File: src/ecos_pkg.sv
package ecos_pkg;
  // Threshold table geometry
  localparam int unsigned NUM_THR = 8;
  localparam int unsigned THR_W = 32;
  localparam int unsigned DUR_W = 15;
  localparam int unsigned CNT_W = 4;
  localparam logic [DUR_W-1:0] DUR_MAX_US = 15'd24000;
  // Timing: on-time is counted in microseconds
  localparam int unsigned CLK_PERIOD_NS = 8;
  localparam int unsigned US_NS = 1000;
  localparam int unsigned US_CYCLES = US_NS / CLK_PERIOD_NS;
  localparam int unsigned PRE_W = 7;
  // Reference source codes
  localparam logic [1:0] REF_COUNTER = 2'h0;
  localparam logic [1:0] REF_FREQ = 2'h2;
  // Frequency-mode compare counts
  localparam logic [CNT_W-1:0] CNT_HYST = 4'h1;
  localparam logic [CNT_W-1:0] CNT_TWO = 4'h2;
  // Register byte offsets
  localparam logic [7:0] OFS_CTRL = 8'h00;
  localparam logic [7:0] OFS_STATUS = 8'h04;
  localparam logic [7:0] OFS_LEVELS = 8'h08;
  localparam logic [7:0] OFS_THR = 8'h20;
  localparam logic [7:0] OFS_DUR = 8'h40;
  localparam logic [7:0] OFS_TBL_MASK = 8'he0;
  // Control register fields
  localparam int unsigned CTRL_AUTO = 0;
  localparam int unsigned CTRL_FWD_INH = 1;
  localparam int unsigned CTRL_REV_INH = 2;
  localparam int unsigned CTRL_MANUAL = 3;
  localparam int unsigned CTRL_REF_LO = 4;
  localparam int unsigned CTRL_CNT_LO = 8;
  // Status register fields
  localparam int unsigned STAT_READBACK = 0;
  localparam int unsigned STAT_LIVE = 1;
  localparam int unsigned STAT_TIMER = 2;
  localparam int unsigned STAT_AUTO = 3;
endpackage

File: src/ecos_output_switch.sv
// Overview of operation
// [RL1] Position cams compare against the position counter
// [RL2] Forward inhibit flag ignores forward-counting crossings
// [RL3] Reverse inhibit flag ignores backward-counting crossings
// [RL4] Reference zero compares thresholds with counter
// [RL5] Reference two compares with measured frequency
// [RL6] Auto enable overrides host commanded output level
// [RL7] Enabling keeps last state, else FALSE
// [RL8] Only first N thresholds are active
// [RL9] Frequency mode uses thresholds one and two
// [RL10] Count one hysteresis, count two window
// [RL11] Zero on-time holds level until next
// [RL12] Nonzero on-time in microseconds, restarts on hit
// [RL13] Eight 32-bit thresholds, zero valid
// [RL14] Only counting pulses switch, presets never
// [RL15] Output level sampled each host cycle
`timescale 1ns/10ps
`default_nettype none
module ecos_output_switch #(
  parameter int unsigned NUM_THR = ecos_pkg::NUM_THR,
  parameter int unsigned THR_W = ecos_pkg::THR_W
) (
  // Clock and reset
  input wire logic core_clk_in,
  input wire logic rst_in,
  // AHB-Lite slave
  input wire logic hsel,
  input wire logic [31:0] haddr,
  input wire logic [1:0] htrans,
  input wire logic hwrite,
  input wire logic [2:0] hsize,
  input wire logic [31:0] hwdata,
  input wire logic hready,
  output logic [31:0] hrdata,
  output logic hreadyout,
  output logic hresp,
  // Encoder side
  input wire logic [THR_W-1:0] counter_value_in,
  input wire logic count_pulse_in,
  input wire logic count_forward_in,
  input wire logic preset_load_in,
  input wire logic [THR_W-1:0] freq_value_in,
  // Host process-data cycle strobe
  input wire logic host_cycle_in,
  // Digital output
  output logic switch_out
);
  localparam int unsigned DUR_W = ecos_pkg::DUR_W;
  localparam int unsigned CNT_W = ecos_pkg::CNT_W;
  localparam int unsigned IDX_W = $clog2(NUM_THR);

  // Configuration registers
  logic auto_en_q;
  logic forward_compare_inhibit_q;
  logic reverse_compare_inhibit_q;
  logic manual_level_q;
  logic [1:0] ref_sel_q;
  logic [CNT_W-1:0] active_compare_count_q;
  logic [NUM_THR-1:0] level_q;
  logic [THR_W-1:0] thr_q [NUM_THR];
  logic [DUR_W-1:0] dur_q [NUM_THR];
  // Output state
  logic auto_q;
  logic auto_d;
  logic switch_q;
  logic output_level_readback_q;
  // Bus state
  logic wr_pend_q;
  logic [7:0] wr_addr_q;
  logic [31:0] rdata_q;
  logic [31:0] rdata_d;

  // Address phase decode
  wire logic acc_w = hsel && hready && htrans[1];
  wire logic [7:0] a_w = haddr[7:0];
  wire logic tbl_thr_w = (a_w & ecos_pkg::OFS_TBL_MASK) == ecos_pkg::OFS_THR;
  wire logic tbl_dur_w = (a_w & ecos_pkg::OFS_TBL_MASK) == ecos_pkg::OFS_DUR;
  wire logic [IDX_W-1:0] a_idx_w = a_w[IDX_W+1:2];
  wire logic [IDX_W-1:0] w_idx_w = wr_addr_q[IDX_W+1:2];
  wire logic w_thr_w = (wr_addr_q & ecos_pkg::OFS_TBL_MASK) == ecos_pkg::OFS_THR;
  wire logic w_dur_w = (wr_addr_q & ecos_pkg::OFS_TBL_MASK) == ecos_pkg::OFS_DUR;
  wire logic w_ctrl_w = wr_addr_q == ecos_pkg::OFS_CTRL;
  wire logic w_lvl_w = wr_addr_q == ecos_pkg::OFS_LEVELS;
  // Duration writes above the ceiling are clamped
  wire logic [DUR_W-1:0] wdur_w = (hwdata > 32'(ecos_pkg::DUR_MAX_US)) ?
      ecos_pkg::DUR_MAX_US : hwdata[DUR_W-1:0];

  // Zero wait states; every access answers OKAY
  assign hreadyout = 1'b1;
  assign hresp = 1'b0;
  assign hrdata = rdata_q;

  // Mode decode
  wire logic ref_cnt_w = ref_sel_q == ecos_pkg::REF_COUNTER;
  wire logic ref_freq_w = ref_sel_q == ecos_pkg::REF_FREQ;
  wire logic dir_ok_w = count_forward_in ? !forward_compare_inhibit_q
                                         : !reverse_compare_inhibit_q;

  // Per-slot equality matches
  logic [NUM_THR-1:0] match_w;
  genvar gi;
  generate
    for (gi = 0; gi < NUM_THR; gi++) begin : g_cell
      ecos_cmp_cell #(
        .INDEX(gi),
        .THR_W(THR_W),
        .CNT_W(CNT_W)
      ) u_cell (
        .value_in(counter_value_in),
        .threshold_in(thr_q[gi]),
        .active_count_in(active_compare_count_q),
        .match_out(match_w[gi])
      ); // see [RL8] see [RL13]
    end
  endgenerate

  // Lowest matching slot wins when thresholds coincide
  logic [IDX_W-1:0] hit_idx_w;
  always_comb begin
    hit_idx_w = '0;
    for (int i = NUM_THR - 1; i >= 0; i--) begin
      if (match_w[i]) begin
        hit_idx_w = IDX_W'(i);
      end
    end
  end

  // Presets never strobe count_pulse_in, so they cannot switch
  wire logic cnt_hit_w = ref_cnt_w && count_pulse_in && dir_ok_w && (|match_w); // see [RL1] see [RL4] see [RL14]
  wire logic [DUR_W-1:0] hit_dur_w = dur_q[hit_idx_w];
  wire logic hit_level_w = level_q[hit_idx_w];

  // Timed-cam timer
  logic tmr_busy_w;
  logic tmr_expire_w;
  ecos_us_timer #(
    .DUR_W(DUR_W),
    .PRE_W(ecos_pkg::PRE_W),
    .US_CYCLES(ecos_pkg::US_CYCLES)
  ) u_timer (
    .core_clk_in(core_clk_in),
    .rst_in(rst_in),
    .load_in(cnt_hit_w), // see [RL12]
    .length_us_in(hit_dur_w),
    .busy_out(tmr_busy_w),
    .expire_out(tmr_expire_w)
  );

  // Frequency comparisons on the first two slots only
  wire logic [THR_W-1:0] f0_w = thr_q[0];
  wire logic [THR_W-1:0] f1_w = thr_q[1];
  wire logic f_ge0_w = freq_value_in >= f0_w;
  wire logic f_le0_w = freq_value_in <= f0_w;
  wire logic f_ge1_w = freq_value_in >= f1_w;
  wire logic f_le1_w = freq_value_in <= f1_w;
  wire logic pos_hyst_w = f0_w >= f1_w;
  wire logic pos_win_w = f0_w < f1_w;
  wire logic hyst_on_w = pos_hyst_w ? f_ge0_w : f_le0_w;
  wire logic hyst_off_w = pos_hyst_w ? f_le1_w : f_ge1_w;
  // Window: inside for positive logic, outside for negative
  wire logic win_w = pos_win_w ? (f_ge0_w && !f_ge1_w) : !(f_le0_w && !f_le1_w);
  wire logic use_hyst_w = active_compare_count_q == ecos_pkg::CNT_HYST;
  wire logic use_win_w = active_compare_count_q >= ecos_pkg::CNT_TWO;

  // Next automatic level; auto_q survives disabling for a clean restart
  always_comb begin
    auto_d = auto_q;
    if (ref_cnt_w) begin
      if (cnt_hit_w) begin
        auto_d = hit_level_w; // see [RL11]
      end else if (tmr_expire_w) begin
        auto_d = !auto_q; // see [RL12]
      end
    end else if (ref_freq_w) begin
      if (use_win_w) begin
        auto_d = win_w; // see [RL9] see [RL10]
      end else if (use_hyst_w && hyst_on_w) begin
        auto_d = 1'b1; // see [RL5] see [RL10]
      end else if (use_hyst_w && hyst_off_w) begin
        auto_d = 1'b0;
      end
    end
  end

  // Output state; reset value FALSE covers the no-history case
  always_ff @(posedge core_clk_in) begin
    if (rst_in) begin
      auto_q <= 1'b0;
      switch_q <= 1'b0;
      output_level_readback_q <= 1'b0;
    end else begin
      auto_q <= auto_d; // see [RL7]
      switch_q <= auto_en_q ? auto_q : manual_level_q; // see [RL6]
      if (host_cycle_in) begin
        output_level_readback_q <= switch_q; // see [RL15]
      end
    end
  end
  assign switch_out = switch_q;

  // Register read mux, sampled in the address phase
  always_comb begin
    rdata_d = '0;
    if (tbl_thr_w) begin
      rdata_d = thr_q[a_idx_w];
    end else if (tbl_dur_w) begin
      rdata_d = 32'(dur_q[a_idx_w]);
    end else if (a_w == ecos_pkg::OFS_CTRL) begin
      rdata_d[ecos_pkg::CTRL_AUTO] = auto_en_q;
      rdata_d[ecos_pkg::CTRL_FWD_INH] = forward_compare_inhibit_q;
      rdata_d[ecos_pkg::CTRL_REV_INH] = reverse_compare_inhibit_q;
      rdata_d[ecos_pkg::CTRL_MANUAL] = manual_level_q;
      rdata_d[ecos_pkg::CTRL_REF_LO +: 2] = ref_sel_q;
      rdata_d[ecos_pkg::CTRL_CNT_LO +: CNT_W] = active_compare_count_q;
    end else if (a_w == ecos_pkg::OFS_STATUS) begin
      rdata_d[ecos_pkg::STAT_READBACK] = output_level_readback_q;
      rdata_d[ecos_pkg::STAT_LIVE] = switch_q;
      rdata_d[ecos_pkg::STAT_TIMER] = tmr_busy_w;
      rdata_d[ecos_pkg::STAT_AUTO] = auto_q;
    end else if (a_w == ecos_pkg::OFS_LEVELS) begin
      rdata_d[NUM_THR-1:0] = level_q;
    end
  end

  // Bus phase tracking; only 0x00-0x5f decode, the rest read zero
  always_ff @(posedge core_clk_in) begin
    if (rst_in) begin
      wr_pend_q <= 1'b0;
      wr_addr_q <= '0;
      rdata_q <= '0;
    end else begin
      wr_pend_q <= acc_w && hwrite;
      if (acc_w) begin
        wr_addr_q <= a_w;
      end
      if (acc_w && !hwrite) begin
        rdata_q <= (haddr[31:8] == '0) ? rdata_d : '0;
      end
    end
  end

  // Control and level writes in the data phase
  always_ff @(posedge core_clk_in) begin
    if (rst_in) begin
      auto_en_q <= 1'b0;
      forward_compare_inhibit_q <= 1'b0;
      reverse_compare_inhibit_q <= 1'b0;
      manual_level_q <= 1'b0;
      ref_sel_q <= ecos_pkg::REF_COUNTER;
      active_compare_count_q <= '0;
      level_q <= '0;
    end else if (wr_pend_q && w_ctrl_w) begin
      auto_en_q <= hwdata[ecos_pkg::CTRL_AUTO];
      forward_compare_inhibit_q <= hwdata[ecos_pkg::CTRL_FWD_INH]; // see [RL2]
      reverse_compare_inhibit_q <= hwdata[ecos_pkg::CTRL_REV_INH]; // see [RL3]
      manual_level_q <= hwdata[ecos_pkg::CTRL_MANUAL];
      ref_sel_q <= hwdata[ecos_pkg::CTRL_REF_LO +: 2];
      active_compare_count_q <= hwdata[ecos_pkg::CTRL_CNT_LO +: CNT_W];
    end else if (wr_pend_q && w_lvl_w) begin
      level_q <= hwdata[NUM_THR-1:0];
    end
  end

  // Threshold and on-time tables
  always_ff @(posedge core_clk_in) begin
    if (rst_in) begin
      for (int i = 0; i < NUM_THR; i++) begin
        thr_q[i] <= '0;
        dur_q[i] <= '0;
      end
    end else if (wr_pend_q && w_thr_w) begin
      thr_q[w_idx_w] <= hwdata[THR_W-1:0];
    end else if (wr_pend_q && w_dur_w) begin
      dur_q[w_idx_w] <= wdur_w;
    end
  end
endmodule
`default_nettype wire

File: src/ecos_cmp_cell.sv
`timescale 1ns/10ps
`default_nettype none
// One threshold slot: equality match gated by the active count
module ecos_cmp_cell #(
  parameter int unsigned INDEX = 0,
  parameter int unsigned THR_W = 32,
  parameter int unsigned CNT_W = 4
) (
  // Compare operands
  input wire logic [THR_W-1:0] value_in,
  input wire logic [THR_W-1:0] threshold_in,
  // Number of slots in use
  input wire logic [CNT_W-1:0] active_count_in,
  // Result
  output logic match_out
);
  localparam logic [CNT_W-1:0] SLOT = CNT_W'(INDEX);
  // Zero is a legal threshold, so no special case for it
  assign match_out = (value_in == threshold_in) && (SLOT < active_count_in);
endmodule
`default_nettype wire

File: src/ecos_us_timer.sv
`timescale 1ns/10ps
`default_nettype none
// Microsecond down-counter for timed cams
module ecos_us_timer #(
  parameter int unsigned DUR_W = 15,
  parameter int unsigned PRE_W = 7,
  parameter int unsigned US_CYCLES = 125
) (
  // Clock and reset
  input wire logic core_clk_in,
  input wire logic rst_in,
  // Load: a zero length simply stops the timer
  input wire logic load_in,
  input wire logic [DUR_W-1:0] length_us_in,
  // State
  output logic busy_out,
  output logic expire_out
);
  localparam logic [PRE_W-1:0] PRE_LAST = PRE_W'(US_CYCLES - 1);
  localparam logic [DUR_W-1:0] ONE_US = DUR_W'(1);
  logic [PRE_W-1:0] pre_q;
  logic [DUR_W-1:0] left_q;
  logic tick_w;
  logic done_w;
  // Prescaler restarts with each load so the first microsecond is whole
  assign tick_w = busy_out && (pre_q == PRE_LAST);
  assign done_w = tick_w && (left_q == ONE_US);
  assign busy_out = (left_q != '0);
  // Pulse one cycle at the end of the on-time
  always_ff @(posedge core_clk_in) begin
    if (rst_in) begin
      pre_q <= '0;
      left_q <= '0;
      expire_out <= 1'b0;
    end else begin
      expire_out <= done_w && !load_in;
      if (load_in) begin
        pre_q <= '0;
        left_q <= length_us_in;
      end else if (busy_out) begin
        pre_q <= tick_w ? '0 : pre_q + PRE_W'(1);
        if (tick_w) begin
          left_q <= left_q - ONE_US;
        end
      end
    end
  end
endmodule
`default_nettype wire

File: config.mk
export PLATFORM = sky130hd
export DESIGN_NAME = ecos_output_switch
export DESIGN_NICKNAME = d
export VERILOG_FILES = /design/src/ecos_pkg.sv /design/src/ecos_output_switch.sv /design/src/ecos_cmp_cell.sv /design/src/ecos_us_timer.sv
export SDC_FILE = /design/constraint.sdc
export NUM_CORES = 1
export LEC_CHECK = 0
export BUFFER_PORTS_ARGS = -buffer_cell sky130_fd_sc_hd__buf_2
export CAP_MARGIN = 20
export CORE_UTILIZATION = 62
export CTS_CLUSTER_DIAMETER = 120
export CTS_CLUSTER_SIZE = 12
export DETAILED_ROUTE_END_ITERATION = 7
export PLACE_DENSITY = 0.87
export SETUP_SLACK_MARGIN = 0.3
export SYNTH_ARGS = -nofsm -noshare
export SYNTH_HDL_FRONTEND = slang
export SYNTH_HIERARCHICAL = 1
export SYNTH_SLANG_ARGS = --single-unit
export TNS_END_PERCENT = 1
File: constraint.sdc
create_clock -name core_clk_in -period 5.3 [get_ports core_clk_in]
set_input_delay 1.06 -clock core_clk_in [delete_from_list [all_inputs] [get_ports core_clk_in]]
set_output_delay 1.06 -clock core_clk_in [all_outputs]
set_load 0.01 [all_outputs]
Word level (Yosys, flattened, before mapping):

Memory sizes are Yosys's and may differ from the RTL's.
Index checks and enable logic that the tools add are counted.
Widths: inputs -> output; s select.

* flip-flop bits (word level): 85
* output and inout port bits: 35
* bits of input ports: 142
* bits in writable memories: 376
* logic and storage cells: 160
* memories kept: 2

Memories
* thr_q: depth 8, width 32, rd ports 9, clocked after Yosys merged registers in 0, write ports 8, line ecos_output_switch.sv:60 `logic [THR_W-1:0] thr_q [NUM_THR];`
* dur_q: depth 8, width 15, rd ports 2, clocked after Yosys merged registers in 0, write ports 8, line ecos_output_switch.sv:61 `logic [DUR_W-1:0] dur_q [NUM_THR];`

* reductions and logical operators: 50
* equal/unequal tests: 20
* muxes and demuxes: 52
* bitwise logic cells: 1
* add/sub/neg operators: 2
* order comparisons: 17

Operators with widths (count)
* $eq 32x32->1: 8
* $ge 32x32->1: 3
* $mux 32: 3
* $mux 15: 5
* $le 32x32->1: 2
* $mux 3: 11
* $gt 32x15->1 const B: 1
* $lt 32x32->1: 1
* $reduce_or 32->1: 1
* $logic_and 1x1->1: 26
* $logic_not 24->1: 1
* $mux 1: 24
* $eq 8x4->1 const B: 2
* $logic_not 8->1: 2
* $lt 3x4->1 const A: 4
* $eq 15x1->1 const B: 1
* $reduce_bool 15->1: 1
* $reduce_or 15->1: 1
* $sub 15x1->15 const B: 1
* $mux 12: 1
* $mux 4: 3
* $eq 8x3->1 const B: 1
* $logic_not 1->1: 8
* $lt 1x4->1 const A: 2
* 23 further kinds: 29

Depth between registers and ports, before layout:

Gate-level depths: netlist of the first run.
An unclocked memory read counts as a cell.

* depth after elaboration: 15
* depth in mapped cells: 14
* mapped depth without buffers: 13

Modules after synthesis:

The synthesis of the first run kept the hierarchy.

By module, submodules not included
* ecos_output_switch: area an instance 22676.7 um2, cells each 1768, instances 1, seq. area each 12532.0 um2
* ecos_us_timer: area an instance 1321.3 um2, cells each 159, instances 1, seq. area each 460.4 um2
* ecos_cmp_cell at g_cell[1].u_cell ...: area an instance 360.3 um2, cells each 44, instances 3, seq. area each 0.0 um2
* ecos_cmp_cell at g_cell[2].u_cell: area an instance 387.9 um2, cells each 44, instances 1, seq. area each 0.0 um2
* ecos_cmp_cell at g_cell[0].u_cell: area an instance 386.6 um2, cells each 45, instances 1, seq. area each 0.0 um2
* ecos_cmp_cell at g_cell[4].u_cell: area an instance 364.1 um2, cells each 45, instances 1, seq. area each 0.0 um2
* ecos_cmp_cell at g_cell[3].u_cell: area an instance 357.8 um2, cells each 44, instances 1, seq. area each 0.0 um2
* ecos_cmp_cell at g_cell[7].u_cell: area an instance 355.3 um2, cells each 44, instances 1, seq. area each 0.0 um2

Least setup slack after synthesis of the first run:

OpenSTA, ideal clock, no wires.

* path kind: input port to flip-flop
* from: input port counter_value_in[3]
* to: register u_timer.left_q[13]
* setup time: 117 ps
* path buffers: 1
* data required time: 5183 ps
* arrival: 4115 ps
* cell stages on the path: 11
* slack: 1069 ps
* path through: xor2_1 -> or4_1 -> nor4_2 -> nor3_1 -> o31ai_1 -> clkbuf_1 -> mux4_2 -> mux2_2 -> nand2_1 -> o21ai_0 -> a22o_1

* elaborated cells between the ends (all ways): 31
* those cells by class: 8 x eq/ne; 9 x mux; 13 x reduce/logical; 1 x memory

RTL lines
* from (decl): line ecos_output_switch.sv:38 `input wire logic [THR_W-1:0] counter_value_in,`
* $eq 32x32->1: line ecos_cmp_cell.sv:19 `assign match_out = (value_in == threshold_in) && (SLOT < active_count_in);`
* $logic_and 1x1->1: line ecos_cmp_cell.sv:19
* net match_w[5]: line ecos_output_switch.sv:100 `logic [NUM_THR-1:0] match_w;`
* $mux 3 (6 in a row): line ecos_output_switch.sv:122 `if (match_w[i]) begin`
* $mem_v2 8x15
* net hit_dur_w[13]: line ecos_output_switch.sv:130 `wire logic [DUR_W-1:0] hit_dur_w = dur_q[hit_idx_w];`
* $mux 15: line ecos_us_timer.sv:37 `if (load_in) begin`
* to (signal assigned): line ecos_us_timer.sv:39 `left_q <= length_us_in;`
* to (signal assigned): line ecos_us_timer.sv:43 `left_q <= left_q - ONE_US;`
* to (decl): line ecos_us_timer.sv:22 `logic [DUR_W-1:0] left_q;`

The timed path passes the listed nets, and every way through them passes these cells.
A chain may end at the register's enable or synchronous reset.

Worst setup path in the final report of the first run:

* from: input port counter_value_in[24]
* to: register u_timer.left_q[11]

* elaborated cells between the ends (all ways): 31
* those cells by class: 8 x eq/ne; 9 x mux; 13 x reduce/logical; 1 x memory

RTL lines (line)
* $eq 32x32->1: ecos_cmp_cell.sv:19
* $logic_and 1x1->1: ecos_cmp_cell.sv:19
* net match_w[6]: ecos_output_switch.sv:100
* $mux 3 (7 in a row): ecos_output_switch.sv:122
* $mem_v2 8x15
* net hit_dur_w[11]: ecos_output_switch.sv:130
* $mux 15: ecos_us_timer.sv:37

The timed path passes the listed nets, and every way through them passes these cells.

==> results.toml, run 1 <==
[status]
status = "finished, violations left"
violations = "antenna violations"

[run]
cap_viol_max_count = 0

[cells_and_area]
fin_area_mm2 = 0.0298
final_cell_mix = "376 x edfxtp_1, 257 x and2_1, 247 x nor2_1"
area_growth_pct = 10.6
layout_commonest_cell = "edfxtp_1"
drive_gt1_frac = 0.180
fin_nets = 2671
instances_no_fill = 3052

[timing]
layout_min_cycle_time_ps = 4600
rsz0062_at_grt = "no"
timing.fmax_ghz = 0.217
setup_viol = 0
tns_ps = 0
clock_skew_ps = 29.6
min_period_over_period = 0.868
worst_slack_ps = 702
finalHoldViolations = 0
slew_headroom = 0.246
worst_pin_slew_ps = 1130
maxSlewViolCount = 0

[floorplanning]
fp.dieH_um = 210
die_w_um = 210
start_util = 0.635
coreArea_mm2 = 0.0424
std_cell_rows = 75
boundaryPins = 177
dieArea_mm2 = 0.0443

[synth]
ys_ff_latch = 461
syn_avg_cell_area_um2 = 11.8
ys_types = 71
async_flop_share = 0
synth_flop_cell = "edfxtp_1"
yosys_warnings = 6
synth.area.top_cells = "edfxtp_1 42%, mux4_2 10%, xor2_1 7.0%"
synth_edf_count = 376
synth_area_mm2 = 0.0269
syn_inst = 2281
synth_seq_area_share = 0.482
syn_nets = 2523
yosys.area.top_type_share = 0.419
synth_top_area_cell = "edfxtp_1"

[worst_setup_path]
cp.arrival_ps = 5060
path_delay_family = "simple AND/OR/NAND/NOR gates"
reg2reg_depth = 14
cp-start-kind = "input port"
r2r_start = "thr_q[6][14]$_SDFFCE_PN0P_"
end_kind = "flop"
path_buf_inv = 3
critPathSlowestCell = "o21bai_4"
worstPathCellList = "buf_2, xor2_1, nor4_1, buf_4, nand3_1, nor4_2, nor2b_1, o21bai_1, a21oi_1, o21bai_4, buf_4, mux4_2, mux2_2, nand2b_1, o311a_1"
crit_required_ps = 5770
crit_path_max_fanout = 13
cpMostUsedCell = "buf_4"
critPathKind = "input port to flop"
ff2ff_setup_slack_ps = 990
slowest_delay_ps = 630
rr_endpoint = "u_timer/left_q[11]$_SDFFE_PP0P_"

[grt]
antenna_found_initial = 10
grt_pass1_wl_um = 125000
grt_max_degree = 57
overflow = 0
grt_pass1_vias = 20300
track_usage = 0.390

[route]
vias = 20700
routed_wirelength_um = 86300
antenna_left = 1
wire_per_inst_um = 28.3
dr.pass1.iters = 6
first_iter_violations = 3039
drc = 0
viasPerCell = 6.79

[place]
dpl.hpwl_um = 61200
place_area_mm2 = 0.0285
placedCellCount = 2960
pre_cts_slack_ps = 243
routabilityCongestion = 1.12
port_buffers = 169

[clock_network]
htreeDepth = 2
cts_hold_buffers = 0
clk_latency_ps = 580
post_cts_resized = 0
clockRootBuffer = "clkbuf_16"
clock_path_buffers = 3
numCtsBuffers = 44
cts_tree = "yes"
post-cts-setup-buffers = 0
clk_pin_slew_ps = 60
cts.sinks = 461

[power]
vdd_drop_max_mv = 0.250
cellPowerDensity_mw_per_mm2 = 266
p_total_mw = 7.92
leakage_nw = 11.7

[worst_hold_path]
min-delay-start = "wr_addr_q[0]$_SDFFE_PP0P_"
hp-class = "flop to flop"
hold_path_depth = 2
holdPathEnd = "wr_addr_q[0]$_SDFFE_PP0P_"
==> cells by family after synthesis <==
| kind of cell | count (synthesis) | share of synthesized area |
|---|---|---|
| muxes | 219 | 0.140 |
| buffers and inverters | 187 | 0.0268 |
| DFF | 461 | 0.482 |
| and+or+nand+nor | 837 | 0.169 |
| adders and majority gates | 100 | 0.0465 |
| other | 2 | 0.000279 |
| AOI/OAI and AO/OA | 205 | 0.0474 |
| xor gates and xnor gates | 270 | 0.0878 |
==> metal layers <==
layer | up-vias | wire length, um | GRT usage
met3 | 315 | 12600 | 0.103
met5 | - | 30 | 0
li1 | 8664 | - | -
met2 | 1686 | 38400 | 0.595
met4 | 4 | 5100 | 0.199
met1 | 10000 | 30100 | 0.517
==> state kept, by name (all words and copies together) (netlist names) <==
register	flops
reverse_compare_inhibit_q	1
output_level_readback_q	1
wr_pend_q	1
thr_q	256
ref_sel_q	2
u_timer/left_q	15
u_timer/pre_q	7
level_q	8
switch_out	1
u_timer/expire_out	1
wr_addr_q	8
active_compare_count_q	4
manual_level_q	1
auto_en_q	1
forward_compare_inhibit_q	1
dur_q	120
auto_q	1
hrdata	32
==> layout make-up <==
| cell class | count | area [um^2] |
|---|---|---|
| multi-input combinational | 1633 | 13300 |
| sequential | 461 | 13000 |
| fill | 2933 | 12600 |
| timing repair buffer | 213 | 1220 |
| clock buffer | 76 | 1220 |
| tap | 577 | 722 |
| inverter | 76 | 285 |
| clock inverter | 3 | 33.8 |
| antenna | 13 | 32.5 |
==> worst min-delay path, stage by stage, from the launching register on <==
cell,delay [ps]
dfxtp_1,310
nand2_1,50
a21oi_1,50
==> metrics by stage <==
step | utilization | hold slack (ps)
CTS | 0.701 | 460
detailed placement | 0.672 | 449
floorplan | - | 436
global route | 0.702 | 477
global placement | 0.672 | 446
finish | 0.702 | 463
==> worst max-delay path by stage <==
stage                               startpoint                               to  slack (ps)  cells after the start
final                     counter_value_in[24]  u_timer/left_q[11]$_SDFFE_PP0P_         700                     15
after global routing      counter_value_in[24]  u_timer/left_q[11]$_SDFFE_PP0P_         490                     15
after CTS                 counter_value_in[24]  u_timer/left_q[11]$_SDFFE_PP0P_         800                     15
after detailed placement  counter_value_in[24]  u_timer/left_q[11]$_SDFFE_PP0P_         240                     15
after global placement    counter_value_in[24]  u_timer/left_q[11]$_SDFFE_PP0P_         340                     15
after floorplan            counter_value_in[3]  u_timer/left_q[13]$_SDFFE_PP0P_        1070                     11
==> synthesized netlist by cell type (10+ instances only) <==
cell      number
nor4_2        12
nor2_1       252
a211oi_1      14
o21ai_0       31
nand3_1       27
clkbuf_1      88
nand2_1       80
buf_1         12
mux2i_1       77
ha_1         100
nor3_1        21
edfxtp_1     376
and3_1        10
nor4_1        60
dfxtp_1       85
xor2_1       215
xnor2_1       55
mux2_2        17
nand2b_1      16
a21oi_1       89
nand4_1       43
inv_1         76
and2_1       257
mux4_2       124
o22ai_1       12
==> power breakdown <==
part / internal [mW] / switching [mW]
clock: 1.56 / 1.35
combinational: 0.332 / 0.577
sequential: 4.01 / 0.0919
total: 5.90 / 2.02
Note: power is estimated with default switching activity, not from simulation.
==> run 2: changes to the inputs <==
CORE_UTILIZATION = 64   (was 62)
PLACE_DENSITY = 0.9   (was 0.87)
clock period = 5.7 ns   (was 5.3 ns; I/O delays follow)
==> run 2 against run 1 <==
  * The flow now finishes without violations
  * Clock power shrank 4%
  * Global-route usage up 2.1 points
  * Core utilization up 1.8 points
  * Final area is 0.37% lower
  * Via count increased by 0.86%
  * Sequential power decreased by 6.8%
  * Flip-flop and latch count stayed put
  * Clock skew grew 14 ps
  * Sequential share of layout area increased by 0.16 points
  * Register-to-register slack better by 220 ps
  * Die area decreased by 3.1%
  * Highest routed layer unchanged
==> results.toml, run 2 (synthesis gave the netlist of run 1 again) <==
[cells_and_area]
nFillCells = 2676
largest-register = "thr_q"
area_growth_pct = 10.2
largest_reg_flops = 256
fin_nets = 2659
layout_commonest_cell = "edfxtp_1"
drive_gt1_frac = 0.177
fin_util = 0.720
final_cell_mix = "376 x edfxtp_1, 257 x and2_1, 246 x nor2_1"

[route]
dr.pass1.iters = 6
first_iter_violations = 2917
wire_per_inst_um = 29.7
vias = 20900
drc = 0
antenna_left = 0
routed_wirelength_um = 88600
viasPerCell = 6.99

[clock_network]
clk_latency_ps = 630
cts.sinks = 461
post_cts_resized = 0
clock_path_buffers = 3
cts_tree = "yes"
cts_hold_buffers = 0
post-cts-setup-buffers = 0
clk_pin_slew_ps = 60
clockRootBuffer = "clkbuf_16"
numCtsBuffers = 44
htreeDepth = 2

[worst_hold_path]
hp-class = "flop to flop"

[timing]
finalHoldViolations = 0
clock_skew_ps = 43.3
maxSlewViolCount = 0
slew_headroom = 0.183
layout_min_cycle_time_ps = 4730
setup_viol = 0
worst_pin_slew_ps = 1210
fin_hold_ws_ps = 462
tns_ps = 0
timing.fmax_ghz = 0.212
min_period_over_period = 0.829
rsz0062_at_grt = "no"

[floorplanning]
dieArea_mm2 = 0.0429
die_w_um = 207
std_cell_rows = 74
start_util = 0.654
boundaryPins = 177
fp.dieH_um = 207
coreArea_mm2 = 0.0412

[worst_setup_path]
crit_required_ps = 6180
end_kind = "flop"
crit_path_max_fanout = 12
critPathKind = "input port to flop"
cp.arrival_ps = 5210
cp-start-kind = "input port"

[grt]
grt_max_degree = 75
grt_pass1_vias = 20500
track_usage = 0.411
overflow = 0
antenna_found_initial = 6
grt_pass1_wl_um = 129000

[status]
status = "finished clean"

[power]
leakage_nw = 11.7
vdd_drop_max_mv = 0.266
cellPowerDensity_mw_per_mm2 = 251
p_total_mw = 7.45

[place]
dpl.hpwl_um = 61600
routabilityCongestion = 0.999
port_buffers = 169

[run]
cap_viol_max_count = 0
## run 2: metal layers
layer  up-vias  wire length [um]  track usage
met3       412             13200        0.134
li1       8621                 -            -
met4         2              6160        0.242
met5         -                14            0
met2      1780             39400        0.628
met1     10100             29800        0.515
## run 2: layout make-up
cell class | instances | area (um^2) | area share
sequential | 461 | 13000 | 0.438
multi-input combinational | 1633 | 13300 | 0.447
inverter | 76 | 285 | 0.00962
antenna | 6 | 15.0 | 0.000506
clock inverter | 4 | 78.8 | 0.00266
tap | 532 | 666 | 0.0224
timing repair buffer | 201 | 1140 | 0.0383
clock buffer | 75 | 1220 | 0.0410
## run 2: power breakdown
part           switching, mW  internal, mW  total, mW
registers             0.0901          3.73       3.82
clock network           1.32          1.47       2.79
logic                  0.543         0.304      0.847
## run 2: critical path, stage by stage
cell and delay (ps):
buf_2 270, xor2_1 110, nor4_1 560, nand3_1 180
nor4_2 410, nor2b_1 90, o21bai_1 210, a21oi_1 140
o21bai_4 630, buf_12 250, mux4_2 550, mux2_2 330
a311o_1 310
## run 2: final timing paths
check                                                 from                              to  slack (ps)  depth (start not counted)
worst max-delay path                  counter_value_in[22]  u_timer/left_q[1]$_SDFFE_PP0P_         970                         13
worst max register to register  thr_q[6][14]$_SDFFCE_PN0P_  u_timer/left_q[1]$_SDFFE_PP0P_        1210                         12
worst min register to register      hrdata[7]$_SDFFE_PP0P_          hrdata[7]$_SDFFE_PP0P_         460                          2
worst min-delay path                hrdata[7]$_SDFFE_PP0P_          hrdata[7]$_SDFFE_PP0P_         460                          2
## run 2: per-stage QoR
| step | worst slack (ps) | instances | instance area (um^2) |
|---|---|---|---|
| floorplan | 1390 | 2281 | 26900 |
| global placement | 660 | 2901 | 28300 |
| detailed placement | 619 | 2901 | 28300 |
| CTS | 1160 | 2980 | 29600 |
| global route | 904 | 2987 | 29700 |
| finish | 973 | 2988 | 29700 |
